### src/sdei_defs.svh
// Register offsets, field positions, reset values and codes for the drop-event interrupt block.
// Assumes inclusion by bare name from the package and the design file.
`ifndef SDEI_DEFS_SVH
`define SDEI_DEFS_SVH

// Register indices (printed numbers); byte address is four times the index
`define SDEI_IDX_MASK 16'h1c20
`define SDEI_IDX_PEND 16'h1c21
`define SDEI_ADDR_W 16
// Mask register
`define SDEI_MASK_BIT 0
`define SDEI_MASK_RST 1'h1
// Pending register fields
`define SDEI_A_VALID 0
`define SDEI_A_PORT_LO 1
`define SDEI_A_PORT_HI 2
`define SDEI_A_RSN_LO 3
`define SDEI_A_RSN_HI 6
`define SDEI_B_VALID 7
`define SDEI_B_PORT_LO 8
`define SDEI_B_PORT_HI 9
`define SDEI_B_RSN_LO 10
`define SDEI_B_RSN_HI 13
`define SDEI_PEND_RST 32'h0000_0000
// Drop reason codes
`define SDEI_RSN_BCAST_LVL 4'h0
`define SDEI_RSN_RED 4'h1
`define SDEI_RSN_NO_BUF 4'h2
`define SDEI_RSN_NO_DESC 4'h3
`define SDEI_RSN_NO_DEST 4'h4
`define SDEI_RSN_RX_ERR 4'h5
`define SDEI_RSN_DROP_LVL 4'h6
`define SDEI_RSN_YELLOW 4'h9
// Source port codes
`define SDEI_PORT_0 2'h0
`define SDEI_PORT_1 2'h1
`define SDEI_PORT_2 2'h2

`endif

### src/sdei_pkg.sv
// Types shared by the drop-event interrupt block.
// Assumes the constants header sits in the same folder.
`include "sdei_defs.svh"

package sdei_pkg;

	// Drop reason code
	typedef logic [3:0] sdei_reason_t;
	// Ingress port code
	typedef logic [1:0] sdei_port_t;
	// One status slot
	typedef struct packed {
		logic valid;
		sdei_reason_t reason;
		sdei_port_t port;
	} sdei_slot_s;
	// APB access phase tracking
	typedef enum logic [0:0] {
		SDEI_IDLE = 1'b0,
		SDEI_ACC = 1'b1
	} sdei_apb_e;

endpackage

### src/sdei_top.sv
// Drop-event interrupt logic of the switch buffer manager: mask and double-buffered status.
// Assumes an APB master on clk_sys and drop events from buffer manager logic on the same clock.
`timescale 1ns/1ps
`default_nettype none
`include "sdei_defs.svh"

// Contract
// Mask bit one blocks interrupt, resets one
// Status recording ignores the mask
// Two independent slots A and B
// Slot B reason in bits 13:10
// Reason codes 0000 to 0011
// Reason codes 0100 to 0110, 1001
// Slot B port in bits 9:8
// Slot A reason in bits 6:3
// Slot A port in bits 2:1
// Slot A valid bit 0, clear on read
// Interrupt while any valid and unmasked
// Fill A, then B, else discard
module sdei_top (
	input wire logic clk_sys,
	input wire logic arst_n,
	input wire logic psel,
	input wire logic penable,
	input wire logic pwrite,
	input wire logic [31:0] paddr,
	input wire logic [31:0] pwdata,
	input wire logic [3:0] pstrb,
	output logic [31:0] prdata,
	output logic pready,
	output logic pslverr,
	input wire logic drop_valid,
	input wire sdei_pkg::sdei_reason_t drop_reason,
	input wire sdei_pkg::sdei_port_t drop_port,
	output logic irq
);
	import sdei_pkg::*;

	// Word index of a byte address, or all ones when misaligned
	function automatic logic [29:0] word_idx(input logic [31:0] a);
		word_idx = (a[1:0] == 2'h0) ? a[31:2] : 30'h3fff_ffff;
	endfunction

	// Packs both slots into the pending register layout
	function automatic logic [31:0] pack_pend(input sdei_slot_s a, input sdei_slot_s b);
		logic [31:0] w;
		// Reserved bits stay zero
		w = `SDEI_PEND_RST;
		// slot A valid
		w[`SDEI_A_VALID] = a.valid;
		// slot A port
		w[`SDEI_A_PORT_HI:`SDEI_A_PORT_LO] = a.port;
		// slot A reason
		w[`SDEI_A_RSN_HI:`SDEI_A_RSN_LO] = a.reason;
		// slot B valid
		w[`SDEI_B_VALID] = b.valid;
		// slot B port
		w[`SDEI_B_PORT_HI:`SDEI_B_PORT_LO] = b.port;
		// slot B reason
		w[`SDEI_B_RSN_HI:`SDEI_B_RSN_LO] = b.reason;
		pack_pend = w;
	endfunction

	// Register state
	logic mask_q, mask_d; // Global interrupt mask
	sdei_slot_s slot_a_q, slot_a_d; // First status slot
	sdei_slot_s slot_b_q, slot_b_d; // Second status slot
	sdei_apb_e apb_q, apb_d; // Bus phase
	logic [31:0] prdata_q, prdata_d; // Read data
	logic pready_q, pready_d; // Access completion
	logic pslverr_q, pslverr_d; // Error answer
	logic irq_q, irq_d; // Interrupt output

	// Decoded access, valid in the cycle before completion
	logic acc_go;
	logic hit_mask;
	logic hit_pend;
	logic rd_pend;
	logic wr_mask; // Mask write with its byte lane on
	logic [29:0] idx;

	// Address decode
	always_comb begin
		// Misaligned addresses never match a register
		idx = word_idx(paddr);
		hit_mask = (idx == 30'(`SDEI_IDX_MASK));
		hit_pend = (idx == 30'(`SDEI_IDX_PEND));
		// Access cycle still waiting for its answer
		acc_go = psel && penable && (apb_q == SDEI_ACC) && !pready_q;
		// Clearing read of the pending register
		rd_pend = acc_go && !pwrite && hit_pend;
		// Mask write with the low byte lane on
		wr_mask = acc_go && pwrite && hit_mask && pstrb[0];
	end

	// APB slave: one wait state, answer on the second access cycle
	always_comb begin
		apb_d = apb_q;
		pready_d = 1'b0;
		pslverr_d = 1'b0;
		prdata_d = prdata_q;
		case (apb_q)
			SDEI_IDLE: begin
				// Setup seen
				if (psel && !penable) begin
					apb_d = SDEI_ACC;
				end
			end
			SDEI_ACC: begin
				if (pready_q) begin
					// Completed, wait for next setup
					apb_d = (psel && !penable) ? SDEI_ACC : SDEI_IDLE;
				end else if (acc_go) begin
					// Access cycle: answer on the next edge
					pready_d = 1'b1;
					// Unmapped or misaligned gets an error
					pslverr_d = !(hit_mask || hit_pend);
					if (!pwrite) begin
						// Reserved bits read zero
						if (hit_mask) begin
							prdata_d = {31'h0, mask_q};
						end else if (hit_pend) begin
							prdata_d = pack_pend(slot_a_q, slot_b_q);
						end else begin
							prdata_d = 32'h0;
						end
					end
				end else if (!psel) begin
					// Master gave up, back to idle
					apb_d = SDEI_IDLE;
				end
			end
			default: begin
				// Unused codes recover to idle
				apb_d = SDEI_IDLE;
			end
		endcase
	end

	// Mask register write
	always_comb begin
		mask_d = mask_q;
		// mask write path
		if (wr_mask) begin
			mask_d = pwdata[`SDEI_MASK_BIT];
		end
	end

	// Slot capture and clear on read
	always_comb begin
		slot_a_d = slot_a_q;
		slot_b_d = slot_b_q;
		// clear on read, both slots returned first
		if (rd_pend) begin
			slot_a_d = '0;
			slot_b_d = '0;
		end
		// capture regardless of mask
		// two slots, R12 fill A then B
		// Event in the read cycle lands in an emptied slot, so it is not lost
		// codes stored unchanged
		if (drop_valid) begin
			if (!slot_a_d.valid) begin
				slot_a_d = '{valid: 1'b1, reason: drop_reason, port: drop_port};
			end else if (!slot_b_d.valid) begin
				slot_b_d = '{valid: 1'b1, reason: drop_reason, port: drop_port};
			end
		end
	end

	// Interrupt level
	always_comb begin
		// gated by mask
		irq_d = (slot_a_d.valid || slot_b_d.valid) && !mask_d;
	end

	// State registers
	always_ff @(posedge clk_sys or negedge arst_n) begin
		// Reset values of every register
		if (!arst_n) begin
			mask_q <= `SDEI_MASK_RST;
			slot_a_q <= '0;
			slot_b_q <= '0;
			apb_q <= SDEI_IDLE;
			prdata_q <= 32'h0;
			pready_q <= 1'b0;
			pslverr_q <= 1'b0;
			irq_q <= 1'b0;
		end else begin
			// Load next values
			mask_q <= mask_d;
			slot_a_q <= slot_a_d;
			slot_b_q <= slot_b_d;
			apb_q <= apb_d;
			prdata_q <= prdata_d;
			pready_q <= pready_d;
			pslverr_q <= pslverr_d;
			irq_q <= irq_d;
		end
	end

	// Outputs straight from flops
	assign prdata = prdata_q;
	assign pready = pready_q;
	assign pslverr = pslverr_q;
	assign irq = irq_q;
endmodule
`default_nettype wire

### config.mk
export PLATFORM = sky130hd
export DESIGN_NAME = sdei_top
export DESIGN_NICKNAME = d
export VERILOG_FILES = /design/src/sdei_pkg.sv /design/src/sdei_top.sv
export VERILOG_INCLUDE_DIRS = /design/src
export SDC_FILE = /design/constraint.sdc
export NUM_CORES = 1
export LEC_CHECK = 0
export BUFFER_PORTS_ARGS = -buffer_cell sky130_fd_sc_hd__clkbuf_2
export CORE_AREA = 2 2 61 75
export DETAILED_ROUTE_END_ITERATION = 10
export DIE_AREA = 0 0 63 77
export PLACE_DENSITY = 0.83
export REMOVE_ABC_BUFFERS = 1
export SETUP_SLACK_MARGIN = 0.1
export SLEW_MARGIN = 30
export SYNTH_ARGS = -nofsm -noshare
export SYNTH_HDL_FRONTEND = slang
export SYNTH_SLANG_ARGS = --single-unit
### constraint.sdc
create_clock -name clk_sys -period 2.4 [get_ports clk_sys]
set_clock_uncertainty 0.15 [all_clocks]
set_input_delay 0.12 -clock clk_sys [delete_from_list [all_inputs] [get_ports clk_sys]]
set_output_delay 0.12 -clock clk_sys [all_outputs]
set_load 0.02 [all_outputs]
# --- After elaboration in Yosys (flattened, before gate mapping) ---
# Index checks and enable logic that the tools add are counted.
totals:
  ff_bits: 51
  in_bits: 80
  output_inout_bits: 35
  wordCells: 58
op_classes:
  eq_ne: 2
  n_mux: 22
  n_bitwise: 3
  n_reduce_logical: 19
ops:
  columns: ["operator", "count"]
  rows:
  - ["== test 30 x 13 -> 1 bit (second input constant)", 2]
  - ["2-to-1 mux 7 bit", 5]
  - ["2-to-1 mux 30 bit", 1]
  - ["2-to-1 mux 14 bit", 2]
  - ["2-to-1 mux 6 bit", 2]
  - ["2-to-1 mux 1 bit", 11]
  - ["logical AND 1 bit", 10]
  - ["zero test 1 bit", 5]
  - ["AND reduction 4 bit", 1]
  - ["NOT 1 bit", 3]
  - ["zero test 2 bit", 1]
  - ["logical OR 1 bit", 2]
  - ["one-hot mux 1 bit (2 select lines)", 1]

# --- Longest topological paths before layout ---
# Gate-level depths: netlist of run 1.
depth:
  word_depth: 11
  mapped_depth: 6
  depth_no_buf: 5

# --- Worst setup path after synthesis of run 1 ---
# No wires, ideal clock.
synth_timing:
  kind: "register -> register"
  from: "register pready_q, in the netlist pready"
  to: "register slot_a_q[5] (netlist name)"
  setup_ns: 0.127
  t_arrival_ns: 1.577
  required_time_ns: 2.123
  slack_ns: 0.546
  stages_incl_launch_ff: 6
  n_path_buf: 1
  synth_period_minus_slack_ns: 1.854
  cell_sequence: "dfrtp_1 nand4b_1 or3_1 nor3_4 buf_6 o22ai_1"
synth_lines:
  columns: ["element", "line", "source"]
  rows:
  - ["start: declaration", "sdei_top.sv:70", "logic pready_q, pready_d;"]
  - ["start signal: assignment", "sdei_top.sv:196", "pready_q <= pready_d;"]
  - ["end signal: assignment", "sdei_top.sv:192", "slot_a_q <= slot_a_d;"]
  - ["end: declaration", "sdei_top.sv:66", "sdei_slot_s slot_a_q, slot_a_d;"]

==> run_results.csv, run 1 <==
group,metric,value,unit
status,run_status,"completed",
yosys,postSynth.asyncResetShare,100,%
yosys,yosys_warnings,0,
place,io_buffers,62,
sta,fin_crit_sh,79.3,%
critical_path,crit-reg2reg-capture,"slot_a_q[5]$_DFF_PN0_",
sta,timing.max_slew.rel_slack,48.7,%
drt,finalWirelength,3.20,mm
finish,final_instance_count_excl_fillers,269,
pwr,internal_power,0.840,mW
flow_run,maxCapViolations,0,
sta,fin_setup_tns,0,ps
yosys,post-synth-top-area-fraction,50.0,%
critical_path,top_fanout_value_on_the_critical_path,26,
yosys,yosys.cell_count.top_type,"dfrtp_1",
sta,timing_worst_slew_pin_value,769,ps
floorplanning,die_w,63,um
yosys,flip_flop_and_latch_count_after_synthesis,33,
yosys,synth.cells.most_frequent,"dfrtp_1, buf_4, nand2_1, a22o_1, nor2_1",
clock_tree,cts.reportedPaths.clkPinSlew,60,ps
yosys,syn-mean-instance-area,11.7,um2
critical_path,crit_chain,"dlygate4sd3_1 -> clkbuf_2 -> nand4b_1 -> or3_1 -> nor3_4 -> buf_4 -> o22ai_1",
global_routing,grt_pass1_vias,1231,
yosys,ys_seq_area_share,51.7,%
finish,area_used_by_multi_input_combinational_logic,652,um2
worst_hold_path,worst_hold_path.endpoint,"slot_a_q[4]$_DFF_PN0_",
place,hpwl,2.34,mm
finish,antennaDiodeCount,0,
global_routing,met3_usage,4.84,%
yosys,synth_cell_type_count,32,
floorplanning,pin_count,115,
yosys,syn_area,1600,um2
critical_path,slowest_delay,530,ps
global_routing,overflow,0,
global_routing,grt_pass1_wl,5.42,mm
finish,final_layout_size_suffix_gt1_share,38.0,%
pwr,vdd.ir_drop.worst,0.000231,V
clock_tree,clk_latency,270,ps
critical_path,ff2ff_setup_slack,530,ps
yosys,synthCells,137,
drt,drc_errors,0,
pwr,seq_power_share,53.4,%
drt,ant_nets,0,
finish,final_net_count,292,
floorplanning,start_util,38.7,%
finish,sequential_cell_area,827,um2
yosys,synth_top_cells_by_area,"dfrtp_1, buf_4, a22o_1",
sta,hold_viol,0,
worst_hold_path,holdCritStartpoint,"drop_valid",
pwr,combinational_power_share,12.0,%
clock_tree,cts_max_path_buffers,2,
sta,report.final.slew_viol_count,0,
drt,initialDrtViolationCount,36,
yosys,synth_area_leader_cell,"dfrtp_1",
floorplanning,rows,26,
critical_path,path_class,"in2reg",
drt,via_count,1219,
clock_tree,cts_inserted_buffers,5,
finish,postLayoutCellArea,2070,um2
clock_tree,h-tree-depth,2,
floorplanning,die_height,77,um
finish,num-fill-cells,378,
pwr,power_leakage,1.12,nW
sta,min_period,1900,ps
floorplanning,floorplan.die_area,4850,um2
drt,detail_route.first_pass.iterations,4,
pwr,sw_frac_of_total,23.8,%
critical_path,regToRegStartpoint,"pready$_DFF_PN0_",
clock_tree,cts_setup_buffers,0,
place,placed_cell_area,1880,um2
global_routing,grt_antenna_before_repair,0,
pwr,pwr_density_cell,532,nW/um2
worst_hold_path,worst_hold_path.num_cells,3,
global_routing,global_route.usage.total,14.5,%
place,placed_instances,250,
critical_path,worst_path_max_delay_cell,"dlygate4sd3_1",
sta,timing.final.setup_violations,0,
pwr,net-switching-power,0.262,mW
clock_tree,cts.root.buffer_cell,"clkbuf_8",
global_routing,met2_layer_usage_reported_by_global_route,23.7,%
global_routing,grt_max_degree,34,
global_routing,grtUsageMet1,15.9,%
drt,vias_per_cell,4.53,
worst_hold_path,hold_class,"in2reg",
critical_path,cp.required,2400,ps
drt,post_drt_wl_per_cell,11.9,um
clock_tree,clock_sinks,33,
global_routing,gr-max-usage-layer,"met2",
critical_path,crit_path_start_kind,"input pin",
critical_path,worst-r2r-cell-count,5,
clock_tree,clock_tree_from_tritoncts,"built",
place,gpl_congestion,0.723,
floorplanning,fp.coreArea,4130,um2
critical_path,cp-end-kind,"register",
yosys,ys.flop_type,"dfrtp_1",
critical_path,worstPathArrival,1900,ps
finish,area_growth_syn_to_layout,29.5,%
sta,rsz_0062_raised_after_global_routing,"no",
yosys,synth-edff-count,0,
sta,f_max,526,MHz
pwr,clock_power_share,34.6,%
[layout by cell type, fill, tap and decap left out, types with 3 or more instances in the layout]
master,instances
inv_1,4
clkbuf_8,5
mux2i_1,7
nor2_1,9
o22ai_1,6
a22o_1,13
nand2_1,14
nor4_2,3
dlygate4sd3_1,11
dfrtp_1,32
conb_1,18
clkbuf_1,3
clkbuf_2,62
[how the worst max path moves through the flow]
stage                                start                    end  slack, ps
after floorplan           pready$_DFF_PN0_  slot_a_q[0]$_DFF_PN0_        340
after global placement    pready$_DFF_PN0_  slot_a_q[5]$_DFF_PN0_        560
after detailed placement  pready$_DFF_PN0_  slot_a_q[3]$_DFF_PN0_        560
after CTS                             psel  slot_a_q[3]$_DFF_PN0_        520
after global routing                  psel  slot_a_q[0]$_DFF_PN0_        400
final                                 psel  slot_a_q[5]$_DFF_PN0_        500
[state kept, by name, indices dropped and copies added, names as in the netlist]
| register | count |
|---|---|
| apb_q | 1 |
| irq | 1 |
| mask_q | 1 |
| prdata | 14 |
| pready | 1 |
| pslverr | 1 |
| slot_a_q | 7 |
| slot_b_q | 7 |
[kinds of logic (layout without fill, tap and decap cells)]
family | after synthesis | in the layout | synth area share [%]
AOI/OAI and AO/OA | 28 | 28 | 13.9
buffers and inverters | 27 | 86 | 11.6
DFF | 33 | 33 | 51.7
muxes | 7 | 7 | 4.38
other | 1 | 18 | 0.234
and+or+nand+nor | 41 | 41 | 18.2
[power by group through the flow]
| stage | Clock (mW) | Combinational (mW) | Sequential [mW] |
|---|---|---|---|
| 4_1_cts | 0.399 | 0.133 | 0.588 |
| 6_report | 0.381 | 0.132 | 0.588 |
| 2_1_floorplan | 0 | 0.0560 | 0.597 |
| 5_1_grt | 0.423 | 0.148 | 0.590 |
| 3_5_place_dp | 0 | 0.118 | 0.598 |
| 3_3_place_gp | 0 | 0.116 | 0.596 |
[what timing repair did]
item / in CTS / in global routing
hold endpoints to repair: 48 / 0
hold buffers: 11 / 0
gates resized for setup: 0 / 0
[per-stage QoR]
step	total power, mW	hold WS, ps	setup slack [ps]	utilization [%]
6_report	1.10	38.8	497	50.2
5_1_grt	1.16	37.6	396	50.2
4_1_cts	1.12	19.7	521	50.2
3_5_place_dp	0.716	89.8	557	45.5
3_3_place_gp	0.712	83.0	564	45.5
2_1_floorplan	0.653	-326	336	-
[area by class of cell]
type	count	share of cell area (%)
sequential	33	39.9
timing repair buffer	74	20.7
clock buffer	8	3.86
multi-input combinational	94	31.5
tap	56	3.38
inverter	4	0.725
[layer usage]
layer  part of all wire [%]  wire (um)
met5                      0          0
met3                    5.0        159
met4                    2.9         93
met1                     41       1310
met2                     51       1640
[critical path: cells and delay by family]
family / cells / cell delay (ps)
AOI/OAI and AO/OA: 1 / 140
buffers and inverters: 3 / 940
and+or+nand+nor: 3 / 700
(Power assumes the default switching activity.)
==> run 2: changes to the inputs <==
Settings changed: CORE_AREA 2 2 61 75 to 2 2 64 79, DIE_AREA 0 0 63 77 to 0 0 66 81, PLACE_DENSITY 0.83 to 0.79.
Clock period 2.4 ns to 1.6 ns, I/O delays scaled along.
==> run 2 against run 1 <==
  * The run now ends with negative setup slack left
  * Core utilization is 1.7 points lower
  * Worst setup slack worse by 590 ps
  * Non-clock buffer count rose by 13
  * Sequential power rose by 50%
  * First-iteration DRC count shrank 25%
  * Final cell count increased by 6.3%
  * Critical path depth down 2
  * Routed wire length rose by 7.7%
==> run_results.csv, run 2 (synthesized netlist as in run 1, its figures left out) <==
group,metric,value,unit
place,minimum_setup_slack_after_placement,-117,ps
pwr,total_power,1.78,mW
place,placed_cell_area,1990,um2
flow_run,maxCapViolations,0,
global_routing,grt_max_degree,34,
sta,report.final.slew_viol_count,0,
place,io_buffers,62,
floorplanning,start_util,34.1,%
clock_tree,clk_latency,280,ps
critical_path,ff2ff_setup_slack,-90,ps
clock_tree,cts_max_path_buffers,2,
critical_path,worst-r2r-cell-count,5,
global_routing,global_route.usage.total,14.1,%
finish,area_growth_syn_to_layout,42.2,%
critical_path,crit_chain,"nand4b_1 -> or3_4 -> nor3_4 -> buf_12 -> a22o_1",
drt,vias_per_cell,4.47,
critical_path,path_class,"reg2reg",
critical_path,critPathTopFamily,"simple AND/OR/NAND/NOR gates",
place,placed_instances,264,
drt,drc_errors,0,
pwr,pwr_density_cell,781,nW/um2
sta,setup_ws,-87.9,ps
critical_path,end_point_of_the_critical_path,"prdata[7]$_DFFE_PN0P_",
critical_path,slowest_delay,380,ps
critical_path,worst_path_max_delay_cell,"or3_4",
floorplanning,die_height,81,um
finish,area_used_by_multi_input_combinational_logic,681,um2
sta,f_max,592,MHz
global_routing,grt_pass1_vias,1252,
pwr,vdd.ir_drop.worst,0.000404,V
floorplanning,pin_count,115,
critical_path,crit_path_start_kind,"register",
finish,antennaDiodeCount,0,
critical_path,regToRegStartpoint,"pready$_DFF_PN0_",
clock_tree,cts.reportedPaths.clkPinSlew,70,ps
sta,rsz_0062_raised_after_global_routing,"yes",
sta,hold_viol,0,
floorplanning,rows,28,
critical_path,cp.buffers_inverters,1,
finish,postLayoutCellArea,2280,um2
floorplanning,fp.coreArea,4690,um2
critical_path,cp.required,1670,ps
critical_path,top_fanout_value_on_the_critical_path,27,
drt,via_count,1279,
critical_path,crit-reg2reg-capture,"prdata[7]$_DFFE_PN0P_",
critical_path,timing.critical_path.from,"pready$_DFF_PN0_",
status,run_status,"finished with violations",
global_routing,grt_antenna_before_repair,0,
sta,min_period,1690,ps
drt,finalWirelength,3.45,mm
drt,ant_nets,0,
drt,initialDrtViolationCount,27,
worst_hold_path,hold_class,"in2reg",
critical_path,timing.critical_path.depth,5,
floorplanning,floorplan.die_area,5350,um2
pwr,power_leakage,1.22,nW
drt,post_drt_wl_per_cell,12.1,um
clock_tree,clock_sinks,33,
clock_tree,h-tree-depth,2,
place,hpwl,2.56,mm
status,failing_checks,"negative setup slack",
global_routing,overflow,0,
finish,layout_commonest_cell,"clkbuf_2",
critical_path,worstPathArrival,1750,ps
sta,fin_crit_sh,105,%
critical_path,cp-end-kind,"register",
clock_tree,cts_inserted_buffers,5,
finish,mostFrequentLayoutCells,"clkbuf_2, dfrtp_1, conb_1",
global_routing,grt_pass1_wl,5.83,mm
drt,detail_route.first_pass.iterations,4,
sta,holdWs,36.1,ps
finish,final_instance_count_excl_fillers,286,
finish,final_net_count,305,
finish,largest_register_ff_count,14,
floorplanning,die_w,66,um
sta,timing.final.setup_violations,29,
finish,sequential_cell_area,827,um2
place,gpl_congestion,0.778,
clock_tree,clock_tree_from_tritoncts,"built",
finish,num-fill-cells,449,
finish,final_layout_size_suffix_gt1_share,45.6,%
clock_tree,cts.root.buffer_cell,"clkbuf_8",
==> run 2: how the worst min path moves through the flow <==
stage                  start                     end  slack, ps  cells past startpoint
floorplan             arst_n         apb_q$_DFF_PN0_       -370                      0
global placement      arst_n   prdata[5]$_DFFE_PN0P_        -30                      2
detailed placement    arst_n  prdata[13]$_DFFE_PN0P_        -20                      2
CTS                 paddr[2]   prdata[0]$_DFFE_PN0P_         30                      3
global route        paddr[2]   prdata[0]$_DFFE_PN0P_         50                      3
finish              paddr[2]   prdata[0]$_DFFE_PN0P_         40                      3
==> run 2: layer usage <==
layer | wire [um] | GRT usage (%)
met5 | 0 | 0
met2 | 1880 | 24.5
met3 | 144 | 3.05
met4 | 75 | 5.51
met1 | 1350 | 17.0
==> run 2: stage by stage <==
stage | TNS (ps) | utilization, %
after floorplan | -11370 | -
after global placement | -1190 | 42.3
after detailed placement | -2630 | 42.3
after CTS | -1950 | 48.3
after global routing | -3930 | 48.5
final | -1790 | 48.5
==> run 2: cell type report <==
class / instances / share of cell area (%)
inverters: 4 / 0.770
multi-input cells: 94 / 29.9
repair buffers: 87 / 25.2
clock inverters: 1 / 0.220
flip-flops and latches: 33 / 36.3
clock buffers: 7 / 4.23
well taps: 60 / 3.30
==> run 2: worst reg2reg max path: stages (launching register included) <==
cell and delay, ps:
dfrtp_1 370, nand4b_1 210, or3_4 380, nor3_4 160
buf_12 190, a22o_1 160
==> run 2: repair_timing <==
| item | 4_1_cts | 5_1_grt |
|---|---|---|
| hold buffers | 11 | 0 |
| resized for setup | 8 | 1 |
| buffers inserted | 1 | 1 |
| endpoints found under the hold margin | 49 | 0 |
| endpoints found under the setup margin | 30 | 30 |
| gates cloned | 1 | 0 |
| pin swaps | 0 | 1 |
==> run 2: report_power, final <==
part | switching (mW) | total [mW] | leakage, nW | internal (mW)
combinational | 0.121 | 0.222 | 0.749 | 0.101
clock | 0.287 | 0.675 | 0.0542 | 0.388
sequential | 0.0151 | 0.881 | 0.422 | 0.865
total | 0.423 | 1.78 | 1.22 | 1.36
